===== src/hdl/wdog_defs.vh =====
/*
 * Register indices, field positions, reset values and count constants of
 * the watchdog and reset-cause block. Byte address on the bus is four
 * times the index; the includer takes these as plain text macros.
 */
`ifndef WDOG_DEFS_VH
`define WDOG_DEFS_VH

// register indices (byte address = index * 4)
`define IDX_ACTION_SEL  8'h30
`define IDX_REFRESH     8'h31
`define IDX_START       8'h32
`define IDX_CONTROL     8'h33
`define IDX_PROTECT     8'h34
`define IDX_PERIODIC    8'h35
`define IDX_IRQ_STATUS  8'h3C
`define IDX_IRQ_CLEAR   8'h3D
`define IDX_IRQ_ENABLE  8'h3E
`define IDX_CAUSE       8'h5F

// reset values
`define RST_PROTECT     8'h00
`define RST_PERIODIC    8'h00
`define RST_PRESCALE    2'b01
`define RST_IRQ_ENABLE  1'b0

// field positions
`define ACTION_BIT      7
`define PRESCALE_HI     7
`define PRESCALE_LO     6
`define FLAG_COLD       0
`define FLAG_PIN        1
`define FLAG_PROG       2
`define FLAG_DOG        3
`define IRQ_UNDERFLOW   0

// refresh sequence bytes
`define REFRESH_ARM     8'h00
`define REFRESH_FIRE    8'hFF

// prescale select codes and divider masks
`define PS_DIV2         2'b00
`define PS_DIV16        2'b01
`define PS_DIV128       2'b10
`define PS_LOCO         2'b11
`define MASK_DIV2       7'h01
`define MASK_DIV16      7'h0F
`define MASK_DIV128     7'h7F
`define LOCO_DIV_MASK   4'hF

// count values per option select code
`define COUNT_SEL0      16'h03FF
`define COUNT_SEL1      16'h0FFF
`define COUNT_SEL2      16'h1FFF
`define COUNT_SEL3      16'h3FFF

// cycles after reset release before option pins are trusted
`define OPT_SETTLE      2'd2

`endif


===== src/hdl/wdog_reset_flags.v =====
/*
 * Watchdog timer with prescaler, refresh sequence, start control and
 * underflow action, plus the reset-cause flag register, behind a classic
 * Wishbone slave with 32-bit data.
 * Assumes resetn is the power-on / voltage-monitor reset, that option pins
 * are static non-volatile values, that the oscillator pin is much slower
 * than clk, and that the surrounding chip turns wdog_reset into a reset.
 */
// Added by the designer: register access over Wishbone.
`include "wdog_defs.vh"

module wdog_reset_flags #(
    parameter COUNT_W    = 16,
    parameter COUNT_VAL0 = `COUNT_SEL0,
    parameter COUNT_VAL1 = `COUNT_SEL1,
    parameter COUNT_VAL2 = `COUNT_SEL2,
    parameter COUNT_VAL3 = `COUNT_SEL3
) (
    input  wire        clk,
    input  wire        resetn,
    input  wire        wb_cyc_i,
    input  wire        wb_stb_i,
    input  wire        wb_we_i,
    input  wire [9:0]  wb_adr_i,
    input  wire [3:0]  wb_sel_i,
    input  wire [31:0] wb_dat_i,
    output reg  [31:0] wb_dat_o,
    output reg         wb_ack_o,
    input  wire        auto_start_option,
    input  wire [1:0]  count_value_select,
    input  wire        loco_clk_pin,
    input  wire        pin_reset,
    input  wire        program_reset,
    input  wire        cpu_wait,
    input  wire        cpu_stop,
    output reg         wdog_reset,
    output wire        irq
);

    // bus decode
    wire [7:0]  idx;
    wire        req;
    wire        wr;
    wire [7:0]  wbyte;

    // synchronisers for pin-side inputs
    reg         loco_s1;
    reg         loco_s2;
    reg         loco_s3;
    reg         pinrst_s1;
    reg         pinrst_s2;
    reg         auto_s1;
    reg         auto_s2;
    reg  [1:0]  cvs_s1;
    reg  [1:0]  cvs_s2;

    // option capture
    reg  [1:0]  opt_wait;
    reg         opt_valid;
    reg         opt_auto_stop;
    reg  [1:0]  opt_count_sel;

    // software registers
    reg         action_sel;
    reg  [1:0]  prescale_sel;
    reg  [7:0]  protect_mode;
    reg  [7:0]  periodic_ctrl;
    reg         irq_status;
    reg         irq_enable;
    reg         cold_flag;
    reg         pin_flag;
    reg         prog_flag;
    reg         dog_flag;

    // watchdog core
    reg         started;
    reg         refresh_armed;
    reg  [6:0]  prescaler;
    reg  [3:0]  loco_div;
    reg  [COUNT_W-1:0] counter;
    reg  [COUNT_W-1:0] load_val;
    reg  [6:0]  div_mask;
    wire        sys_reset;
    wire        reinit;
    wire        loco_rise;
    wire        loco_src;
    wire        running;
    wire        cnt_en;
    wire        tick_cpu;
    wire        tick_loco;
    wire        tick;
    wire        underflow;
    wire        refresh_fire;
    wire        start_wr;
    wire        clear_underflow;

    assign idx   = wb_adr_i[9:2];
    assign req   = wb_cyc_i & wb_stb_i & ~wb_ack_o;
    // only the low byte lane holds register data
    assign wr    = req & wb_we_i & wb_sel_i[0];
    assign wbyte = wb_dat_i[7:0];

    // any of the three warm resets restarts the watchdog
    assign sys_reset = pinrst_s2 | program_reset | wdog_reset;
    assign reinit    = ~resetn | sys_reset;

    // two flops on every pin before use; third flop only for edge detect
    always @(posedge clk)
    begin
        if (!resetn)
        begin
            loco_s1   <= 1'b0;
            loco_s2   <= 1'b0;
            loco_s3   <= 1'b0;
            pinrst_s1 <= 1'b0;
            pinrst_s2 <= 1'b0;
            auto_s1   <= 1'b0;
            auto_s2   <= 1'b0;
            cvs_s1    <= 2'b00;
            cvs_s2    <= 2'b00;
        end
        else
        begin
            loco_s1   <= loco_clk_pin;
            loco_s2   <= loco_s1;
            loco_s3   <= loco_s2;
            pinrst_s1 <= pin_reset;
            pinrst_s2 <= pinrst_s1;
            auto_s1   <= auto_start_option;
            auto_s2   <= auto_s1;
            cvs_s1    <= count_value_select;
            cvs_s2    <= cvs_s1;
        end
    end

    assign loco_rise = loco_s2 & ~loco_s3;

    // options are caught once the synchronisers have settled after reset
    always @(posedge clk)
    begin
        if (reinit)
        begin
            opt_wait      <= 2'd0;
            opt_valid     <= 1'b0;
            opt_auto_stop <= 1'b1;
            opt_count_sel <= 2'b11;
        end
        else if (!opt_valid)
        begin
            if (opt_wait == `OPT_SETTLE)
            begin
                opt_valid     <= 1'b1;
                opt_auto_stop <= auto_s2;
                opt_count_sel <= cvs_s2;
            end
            else
            begin
                opt_wait <= opt_wait + 2'd1;
            end
        end
    end

    // reload value from the option select
    always @*
    begin
        case (opt_count_sel)
            2'b00:   load_val = COUNT_VAL0[COUNT_W-1:0];
            2'b01:   load_val = COUNT_VAL1[COUNT_W-1:0];
            2'b10:   load_val = COUNT_VAL2[COUNT_W-1:0];
            default: load_val = COUNT_VAL3[COUNT_W-1:0];
        endcase
    end

    // prescaler mask; mask compare on a free counter gives 2, 16 or 128
    always @*
    begin
        case (prescale_sel)
            `PS_DIV2:   div_mask = `MASK_DIV2;
            `PS_DIV16:  div_mask = `MASK_DIV16;
            `PS_DIV128: div_mask = `MASK_DIV128;
            default:    div_mask = `MASK_DIV16;
        endcase
    end

    assign loco_src = (prescale_sel == `PS_LOCO);
    assign running  = opt_valid & (started | ~opt_auto_stop);
    // the low-speed oscillator keeps running through wait and stop
    assign cnt_en   = running & ~(~loco_src & (cpu_wait | cpu_stop));

    assign tick_cpu  = cnt_en & ~loco_src & ((prescaler & div_mask) == div_mask);
    assign tick_loco = cnt_en & loco_src & loco_rise & (loco_div == `LOCO_DIV_MASK);
    assign tick      = tick_cpu | tick_loco;

    assign underflow    = tick & (counter == {{(COUNT_W-1){1'b0}}, 1'b1});
    assign refresh_fire = wr & (idx == `IDX_REFRESH) & refresh_armed &
                          (wbyte == `REFRESH_FIRE);
    assign start_wr     = wr & (idx == `IDX_START);

    // prescalers: never touched by refresh, so the first period may be short
    always @(posedge clk)
    begin
        if (reinit)
        begin
            prescaler <= 7'h00;
            loco_div  <= 4'h0;
        end
        else
        begin
            if (cnt_en & ~loco_src)
            begin
                prescaler <= prescaler + 7'h01;
            end
            if (cnt_en & loco_src & loco_rise)
            begin
                loco_div <= loco_div + 4'h1;
            end
        end
    end

    // start latch and refresh sequence tracking
    always @(posedge clk)
    begin
        if (reinit)
        begin
            started       <= 1'b0;
            refresh_armed <= 1'b0;
        end
        else
        begin
            if (start_wr)
            begin
                started <= 1'b1;
            end
            // any other byte to the refresh register breaks the sequence
            if (wr & (idx == `IDX_REFRESH))
            begin
                refresh_armed <= (wbyte == `REFRESH_ARM);
            end
        end
    end

    // down-counter; reloads on reset, refresh and underflow, held until options are known
    always @(posedge clk)
    begin
        if (reinit | ~opt_valid | refresh_fire | underflow)
        begin
            counter <= load_val;
        end
        else if (tick)
        begin
            counter <= counter - {{(COUNT_W-1){1'b0}}, 1'b1};
        end
    end

    // underflow action: reset request pulse or sticky interrupt bit
    assign clear_underflow = wr & (idx == `IDX_IRQ_CLEAR) & wbyte[`IRQ_UNDERFLOW];

    always @(posedge clk)
    begin
        if (reinit)
        begin
            wdog_reset <= 1'b0;
        end
        else
        begin
            wdog_reset <= underflow & action_sel;
        end
    end

    // set wins over a clear in the same cycle
    always @(posedge clk)
    begin
        if (!resetn)
        begin
            irq_status <= 1'b0;
        end
        else if (underflow & ~action_sel)
        begin
            irq_status <= 1'b1;
        end
        else if (clear_underflow)
        begin
            irq_status <= 1'b0;
        end
    end

    assign irq = irq_status & irq_enable;

    // watchdog control registers, reinitialised by every kind of reset
    always @(posedge clk)
    begin
        if (reinit)
        begin
            action_sel    <= 1'b0;
            prescale_sel  <= `RST_PRESCALE;
            protect_mode  <= `RST_PROTECT;
            periodic_ctrl <= `RST_PERIODIC;
        end
        else if (wr)
        begin
            case (idx)
                `IDX_ACTION_SEL: action_sel   <= wbyte[`ACTION_BIT];
                `IDX_CONTROL:    prescale_sel <= wbyte[`PRESCALE_HI:`PRESCALE_LO];
                `IDX_PROTECT:    protect_mode <= wbyte;
                `IDX_PERIODIC:   periodic_ctrl <= wbyte;
                default:         ;
            endcase
        end
    end

    // interrupt enable survives warm resets like the status bit
    always @(posedge clk)
    begin
        if (!resetn)
        begin
            irq_enable <= `RST_IRQ_ENABLE;
        end
        else if (wr & (idx == `IDX_IRQ_ENABLE))
        begin
            irq_enable <= wbyte[`IRQ_UNDERFLOW];
        end
    end

    // reset-cause flags; only resetn (power-on) clears the cold flag
    always @(posedge clk)
    begin
        if (!resetn)
        begin
            cold_flag <= 1'b0;
            pin_flag  <= 1'b0;
            prog_flag <= 1'b0;
            dog_flag  <= 1'b0;
        end
        else
        begin
            if (wr & (idx == `IDX_CAUSE) & wbyte[`FLAG_COLD])
            begin
                cold_flag <= 1'b1;
            end
            // simultaneous causes: pin over program over watchdog
            if (sys_reset)
            begin
                pin_flag  <= pinrst_s2;
                prog_flag <= ~pinrst_s2 & program_reset;
                dog_flag  <= ~pinrst_s2 & ~program_reset;
            end
        end
    end

    // single-cycle ack; unmapped indices answer zero and ignore writes
    always @(posedge clk)
    begin
        if (!resetn)
        begin
            wb_ack_o <= 1'b0;
            wb_dat_o <= 32'h00000000;
        end
        else
        begin
            wb_ack_o <= req;
            if (req & ~wb_we_i)
            begin
                case (idx)
                    `IDX_ACTION_SEL: wb_dat_o <= {24'h000000, action_sel, 7'h00};
                    `IDX_CONTROL:    wb_dat_o <= {24'h000000, prescale_sel, counter[COUNT_W-3:COUNT_W-8]};
                    `IDX_PROTECT:    wb_dat_o <= {24'h000000, protect_mode};
                    `IDX_PERIODIC:   wb_dat_o <= {24'h000000, periodic_ctrl};
                    `IDX_IRQ_STATUS: wb_dat_o <= {31'h00000000, irq_status};
                    `IDX_IRQ_ENABLE: wb_dat_o <= {31'h00000000, irq_enable};
                    `IDX_CAUSE:      wb_dat_o <= {28'h0000000, dog_flag, prog_flag, pin_flag, cold_flag};
                    default:         wb_dat_o <= 32'h00000000;
                endcase
            end
            else
            begin
                wb_dat_o <= 32'h00000000;
            end
        end
    end

endmodule


===== config.mk =====
export PLATFORM = sky130hd
export DESIGN_NAME = wdog_reset_flags
export DESIGN_NICKNAME = d
export VERILOG_FILES = /design/src/hdl/wdog_reset_flags.v
export VERILOG_INCLUDE_DIRS = /design/src /design/src/hdl
export SDC_FILE = /design/constraint.sdc
export NUM_CORES = 1
export LEC_CHECK = 0
export ABC_AREA = 1
export ABC_CLOCK_PERIOD_IN_PS = 2000
export BUFFER_PORTS_ARGS = -buffer_cell sky130_fd_sc_hd__buf_4
export CORE_MARGIN = 4
export CORE_UTILIZATION = 45
export DETAILED_ROUTE_END_ITERATION = 7
export GPL_ROUTABILITY_DRIVEN = 0
export PLACE_DENSITY = 0.75
export SLEW_MARGIN = 20
export SYNTH_ARGS = -nofsm -noshare
export SYNTH_HDL_FRONTEND = slang
export SYNTH_SLANG_ARGS = --single-unit
export TNS_END_PERCENT = 10

===== constraint.sdc =====
create_clock -name clk -period 2 [get_ports clk]
set_input_delay 0.4 -clock clk [delete_from_list [all_inputs] [get_ports clk]]
set_output_delay 0.4 -clock clk [all_outputs]
set_load 0.02 [all_outputs]

==> summary.md, run 1 <==
| Metric | Value |
|---|---|
| Outcome | `finished, final reports clean` |
| Post-CTS setup buffer count | `0` |
| Final min period | `between 1.5 and 2 ns` |
| CP endpoint kind | `register` |
| Max Cap Violations | `0` |
| Via count | `about 3400` |
| Clk_skew | `approximately 0.010 ns` |
| Netlist Area Pre-Place | `around 0.004 mm^2` |
| Die width | `between 100 and 150 um` |
| Seq pwr share | `about 56%` |
| R2R Setup Slk | `0.17 ns` |
| Seq/Total Area, Yosys | `44.0%` |
| Crit start category | `register` |
| Initial antenna violation count | `0` |
| H-tree Lvls | `3` |
| Pwr Total | `roughly 3.0 mW` |
| Clk pin slew, worst setup/hold paths | `roughly 0.09 ns` |
| CTS tree | `done` |
| Initial drt markers | `217` |
| Final Hold Viols | `0` |
| Power Dens Cells | `around 650 mW/mm^2` |
| Die area | `about 0.011 mm^2` |
| Gr usage total | `between 10% and 20%` |
| R2r endpoint | `counter[10]$_DFFE_PP_` |
| Site row count | `34` |
| Hold depth | `3` |
| Syn avg cell area | `around 7.5 um^2` |
| RSZ-0062 raised after global routing | `no` |
| Mean routed wirelength per cell | `12.2 um` |
| Worst hold endpoint | `pinrst_s1$_SDFF_PN0_` |
| Clock share of power | `36.8%` |
| Final Max Slew Viols | `0` |
| Count of state elements after synthesis | `roughly 80` |
| Final setup violation count | `0` |
| Cts hold-fix bufs | `0` |
| Chip Height | `roughly 100 um` |
| Port Buf Inserts | `40` |
| Vias per cell | `slightly below 5` |
| First-pass GRT wire length | `about 14000 um` |
| Total congestion overflow | `0` |
| Drt first pass iters | `5` |
| Core Region | `around 0.0087 mm^2` |
| Syn Inst Count | `between 500 and 600` |
| Max VDD drop | `between 0.2 and 0.3 mV` |
| FILL cells | `847` |
| # IOs | `94` |
| CP Data Required Time | `~2.1 ns` |
| Power share of the combinational group | `between 6 and 7%` |
| Vias in the first global route | `between 3000 and 4000` |
| DP Wirelength | `around 6500 um` |
| Routed WL | `~8500 um` |
| Placed Instance Area | `0.00441 mm^2` |
| Setup tns final | `0 ns` |
| Initial Util | `about 46%` |
| Worst min-delay path class | `primary input to register` |
| Max Clk Rate | `roughly 550 MHz` |
| P_int | `2.23 mW` |
| Period utilization | `between 90% and 100%` |
| Leak | `slightly above 2 nW` |
| Clk_lat worst skew | `about 0.35 ns` |
| Clock tree buffer depth | `2` |
| Hold path startpoint | `pin_reset` |
| Fin area | `0.00459 mm^2` |
| CP Max Fanout | `5` |
| Sw Share | `25.3%` |
| Worst Reg2Reg Path Length in Cells | `9` |
| Remaining DRCs | `0` |
| CTS sink count | `a little over 80` |
| Share of cells above drive strength 1 | `16.7%` |
| Root buffer cell | `clkbuf_8` |
| Area Growth Syn to Fin | `13.3%` |
| Post-DRT Antenna Nets | `0` |
| Switch Pwr | `755 uW` |
| Nets | `651` |
| Critical setup path kind | `register to register` |
| Largest net degree at the start of global routing | `22` |
| Crit Reg-Reg Startpoint | `counter[0]$_SDFFCE_PP1P_` |
| Synth warn | `0` |
| Post-CTS Resized | `0` |
| TritonCTS Buffers | `9` |
| Number of distinct library cells after synthesis | `38` |
| N_diodes | `0` |
| Arrival time at the worst endpoint | `roughly 2.0 ns` |
cells in the final DEF, fill, tap and decap left out, drive strengths merged, types with 5 or more instances in the layout:
| master | n |
|---|---|
| o21ai | 30 |
| nor3 | 18 |
| clkbuf | 10 |
| xor2 | 10 |
| nor2 | 76 |
| dfxtp | 65 |
| a21oi | 32 |
| nand4 | 7 |
| edfxtp | 16 |
| nand2 | 120 |
| ha | 5 |
| buf | 46 |
| inv | 79 |
| conb | 24 |
| nand3 | 38 |
cells by family after synthesis:
kind of cell               count (synthesis)  share of synthesized area, %
and+or+nand+nor                          262                          29.7
AOI/OAI and AO/OA                         69                          9.45
xor gates and xnor gates                  12                          2.59
adders and majority gates                  5                          1.54
DFF                                       81                          44.0
buffers and inverters                    107                          12.7
other                                      1                        0.0926
stage by stage:
stage	util, %	setup slack, ns	cells	hold WS [ns]
6_report	52.6	0.166	700	0.219
5_1_grt	52.6	0.00993	700	0.209
4_1_cts	52.6	0.171	700	0.205
3_5_place_dp	50.5	0.0988	684	0.399
3_3_place_gp	50.5	0.148	684	0.394
2_1_floorplan	-	0.146	560	0.390
power by group through the flow:
stage / sequential [mW] / clock [mW] / combinational, mW
final: 1.68 / 1.10 / 0.205
after global routing: 1.68 / 1.19 / 0.227
after global placement: 1.72 / 0 / 0.198
after CTS: 1.68 / 1.13 / 0.203
after detailed placement: 1.72 / 0 / 0.202
after floorplan: 1.72 / 0 / 0.158
critical path, stage by stage (launching register included):
cell and delay (ns):
edfxtp_1 0.48, inv_1 0.15, ha_1 0.21, nand3_1 0.17, inv_1 0.12, nand2_1 0.10, o21ai_0 0.17, nand2_1 0.08
nand3_1 0.08, nand2_1 0.05
routing by layer:
| metal | GRT usage, % | wire, um | vias to the layer above |
|---|---|---|---|
| met5 | 0 | 0 | - |
| met4 | 6.27 | 169 | 0 |
| met3 | 3.04 | 574 | 18 |
| met2 | 29.9 | 4180 | 95 |
| met1 | 20.4 | 3590 | 1574 |
| li1 | - | - | 1759 |
synth_stat cells:
master    number  area (um^2)
nand2_1      112          420
inv_1         71          267
dfxtp_1       65         1300
nor2_1        63          236
nand3_1       36          180
a21oi_1       31          155
o21ai_0       25          125
buf_4         24          180
edfxtp_1      16          480
nor3_1        16         80.1
xor2_1        10         87.6
nand4_1        7         43.8
nor2_4         7         78.8
nor2_2         6         37.5
ha_1           5         62.6
inv_2          5         18.8
nand2_2        5         31.3
buf_2          3         15.0
nand2_4        3         33.8
o21ai_1        3         15.0
a211oi_2       2         25.0
buf_6          2         22.5
nand3_2        2         20.0
nor3_2         2         20.0
o21ai_2        2         17.5
xnor2_1        2         17.5
a211oi_1       1         7.51
a21boi_1       1         7.51
a21oi_2        1         8.76
clkbuf_1       1         3.75
conb_1         1         3.75
inv_4          1         6.26
nor4_1         1         6.26
o211ai_1       1         7.51
o21a_1         1         7.51
o22ai_1        1         6.26
or2_1          1         6.26
or2_2          1         6.26
how the worst max path moves through the flow:
stage                             start                        to  slack [ns]  depth (start not counted)
2_1_floorplan             program_reset  counter[0]$_SDFFCE_PP1P_        0.15                          6
5_1_grt        counter[0]$_SDFFCE_PP1P_     counter[10]$_DFFE_PP_        0.01                          9
3_3_place_gp                wb_adr_i[5]  counter[6]$_SDFFCE_PP1P_        0.15                          9
3_5_place_dp                wb_adr_i[5]  counter[3]$_SDFFCE_PP1P_         0.1                          9
4_1_cts        counter[0]$_SDFFCE_PP1P_     counter[10]$_DFFE_PP_        0.17                          9
6_report       counter[0]$_SDFFCE_PP1P_     counter[10]$_DFFE_PP_        0.17                          9
final cells by class:
cell class | count | area [um^2] | area share [%]
Multi-Input combinational cell | 372 | 1840 | 40.2
Inverter | 77 | 292 | 6.36
Clock buffer | 10 | 138 | 3.00
Timing Repair Buffer | 46 | 358 | 7.80
Sequential cell | 81 | 1780 | 38.8
Tap cell | 108 | 135 | 2.95
Clock inverter | 6 | 41.3 | 0.900
state kept, by name, indices dropped and copies added, names as in the netlist, 2 cells and up:
signal	count
loco_div	4
opt_count_sel	2
cvs_s2	2
wb_dat_o	8
periodic_ctrl	8
prescaler	7
cvs_s1	2
protect_mode	8
opt_wait	2
counter	16
prescale_sel	2
(Power assumes the default switching activity.)
==> inputs of run 2 (changes only) <==
--- a/config.mk
+++ b/config.mk
@@ -14,6 +14,7 @@
 export DETAILED_ROUTE_END_ITERATION = 7
 export GPL_ROUTABILITY_DRIVEN = 0
 export PLACE_DENSITY = 0.75
+export RECOVER_POWER = 100
 export SLEW_MARGIN = 20
 export SYNTH_ARGS = -nofsm -noshare
 export SYNTH_HDL_FRONTEND = slang
==> run 2 against run 1 <==
Net effect:
- count of clock-buffer cells in the layout stayed put
- flip-flop and latch count stayed put
- core utilization is 1.0 points lower
- design area is 2.0% lower
- largest power group unchanged
- sequential power hardly changed
- die area stayed put
- clock skew is 0.00085 ns lower
- total power is 0.23% lower
- clock power hardly changed
- setup slack better by 0.0013 ns
==> summary.md, run 2 (synthesis results as in run 1) <==
| Metric | Value |
|---|---|
| Outcome | `finished, final reports clean` |
| Max VDD drop | `0.286 mV` |
| First-pass GRT wire length | `between 10000 and 15000 um` |
| TritonCTS Buffers | `9` |
| Slew @ Worst Pin | `around 0.58 ns` |
| Initial drt markers | `193` |
| Final setup violation count | `0` |
| Root buffer cell | `clkbuf_8` |
| Arrival time at the worst endpoint | `1.95 ns` |
| CTS sink count | `a little over 80` |
| Setup tns final | `0 ns` |
| Crit start category | `register` |
| Largest net degree at the start of global routing | `22` |
| Top reg by flops | `counter` |
| Mean routed wirelength per cell | `between 10 and 15 um` |
| Power Dens Cells | `about 660 mW/mm^2` |
| CTS tree | `done` |
| Post-CTS Resized | `0` |
| Final min period | `roughly 1.8 ns` |
| Chip Height | `~100 um` |
| CP endpoint kind | `register` |
| Max Clk Rate | `about 550 MHz` |
| H-tree Lvls | `3` |
| Max FFs per register | `16` |
| Initial antenna violation count | `0` |
| Finished Layout Cells | `700` |
| DP Wirelength | `roughly 6500 um` |
| Nets | `between 600 and 700` |
| Die area | `between 0.01 and 0.015 mm^2` |
| Worst slew margin | `slightly above 60%` |
| Worst min-delay path class | `primary input to register` |
| Critical setup path kind | `register to register` |
| Clk_lat worst skew | `0.35 ns` |
| Area Growth Syn to Fin | `11.0%` |
| RSZ-0062 raised after global routing | `no` |
| Final Hold Viols | `0` |
| Site row count | `34` |
| Commonest non-fill, non-tap cell in the layout | `nand2_1` |
| Drt first pass iters | `4` |
| Via count | `approximately 3400` |
| Critical path cell sequence | `inv_1 -> ha_1 -> nand3_1 -> inv_1 -> nand2_1 -> o21ai_0 -> nand2_1 -> nand3_1 -> nand2_1` |
| Max Cap Violations | `0` |
| Final Util | `approximately half` |
| Vias in the first global route | `3175` |
| Crit path max-delay cell type | `edfxtp_1` |
| Placed cells | `about 700` |
| Routed WL | `around 8600 um` |
| CP peak stage delay | `about 0.48 ns` |
| CP Max Fanout | `5` |
| Core Region | `between 0.008 and 0.009 mm^2` |
| Final Max Slew Viols | `0` |
| Gr usage total | `about 17%` |
| Remaining DRCs | `0` |
| Most frequent cells in the layout | `nand2_1, inv_1, dfxtp_1, nor2_1, nand3_1` |
| Share of cells above drive strength 1 | `a little over an eighth` |
| Pwr Total | `2.98 mW` |
| Total congestion overflow | `0` |
| Die width | `a little over 100 um` |
| Post-DRT Antenna Nets | `0` |
| Vias per cell | `~5` |
| Cts hold-fix bufs | `0` |
| Post-CTS setup buffer count | `0` |
| Initial Util | `46.4%` |
| Clk_skew | `between 0.009 and 0.01 ns` |
| Clk pin slew, worst setup/hold paths | `roughly 0.090 ns` |
| Period utilization | `a little over 90%` |
| Port Buf Inserts | `40` |
| # IOs | `between 90 and 100` |
| CP Data Required Time | `between 2 and 2.5 ns` |
| N_diodes | `0` |
| FILL cells | `slightly below 900` |
| Clock tree buffer depth | `2` |
| CP most frequent cell | `nand2_1` |
| Leak | `about 2 nW` |
run 2: changes by cell type in the layout (fill, tap and decap cells not counted), moves of 2 or more:
cell | previous run | this run
a211oi_2 | 2 | 0
a211oi_1 | 1 | 3
clkbuf_1 | 0 | 14
buf_4 | 45 | 30
run 2: area by class of cell:
type / instances / area, um^2 / area share [%]
inverter: 77 / 289 / 6.43
clock inverter: 6 / 41.3 / 0.918
timing repair buffer: 46 / 290 / 6.46
sequential: 81 / 1780 / 39.6
multi-input combinational: 372 / 1820 / 40.5
clock buffer: 10 / 138 / 3.06
tap: 108 / 135 / 3.01
run 2: critical path: cells and delay by family, from the launching register on:
family / cells / cell delay (ns)
AOI/OAI and AO/OA: 1 / 0.17
adders and majority gates: 1 / 0.21
DFF: 1 / 0.48
and+or+nand+nor: 5 / 0.47
buffers and inverters: 2 / 0.27
run 2: metrics by stage:
| step | hold WS [ns] | worst slack (ns) | cell area [um^2] |
|---|---|---|---|
| finish | 0.220 | 0.167 | 4500 |
| floorplan | 0.390 | 0.146 | 4140 |
| global placement | 0.394 | 0.148 | 4410 |
| global route | 0.209 | 0.00799 | 4500 |
| CTS | 0.205 | 0.171 | 4590 |
| detailed placement | 0.399 | 0.0988 | 4410 |
run 2: where the power goes:
| part | internal, mW | switching [mW] | leakage (nW) |
|---|---|---|---|
| clock | 0.487 | 0.610 | 0.0930 |
| sequential | 1.67 | 0.00746 | 0.663 |
| combinational | 0.0648 | 0.135 | 1.23 |
run 2: final timing paths:
| kind | startpoint | to | slack (ns) | depth (start not counted) |
|---|---|---|---|---|
| setup / recovery | counter[0]$_SDFFCE_PP1P_ | counter[10]$_DFFE_PP_ | 0.17 | 9 |
| hold / removal | pin_reset | pinrst_s1$_SDFF_PN0_ | 0.22 | 3 |
| setup reg to reg | counter[0]$_SDFFCE_PP1P_ | counter[10]$_DFFE_PP_ | 0.17 | 9 |
| hold reg to reg | cvs_s1[1]$_SDFF_PN0_ | cvs_s2[1]$_SDFF_PN0_ | 0.42 | 2 |
run 2: layer usage:
metal / up-vias / global-route usage (%) / part of all wire, %
li1: 1757 / - / -
met1: 1547 / 20.4 / 42
met2: 111 / 29.9 / 49
met3: 13 / 3.04 / 7.4
met4: 0 / 6.27 / 1.6
met5: - / 0 / 0
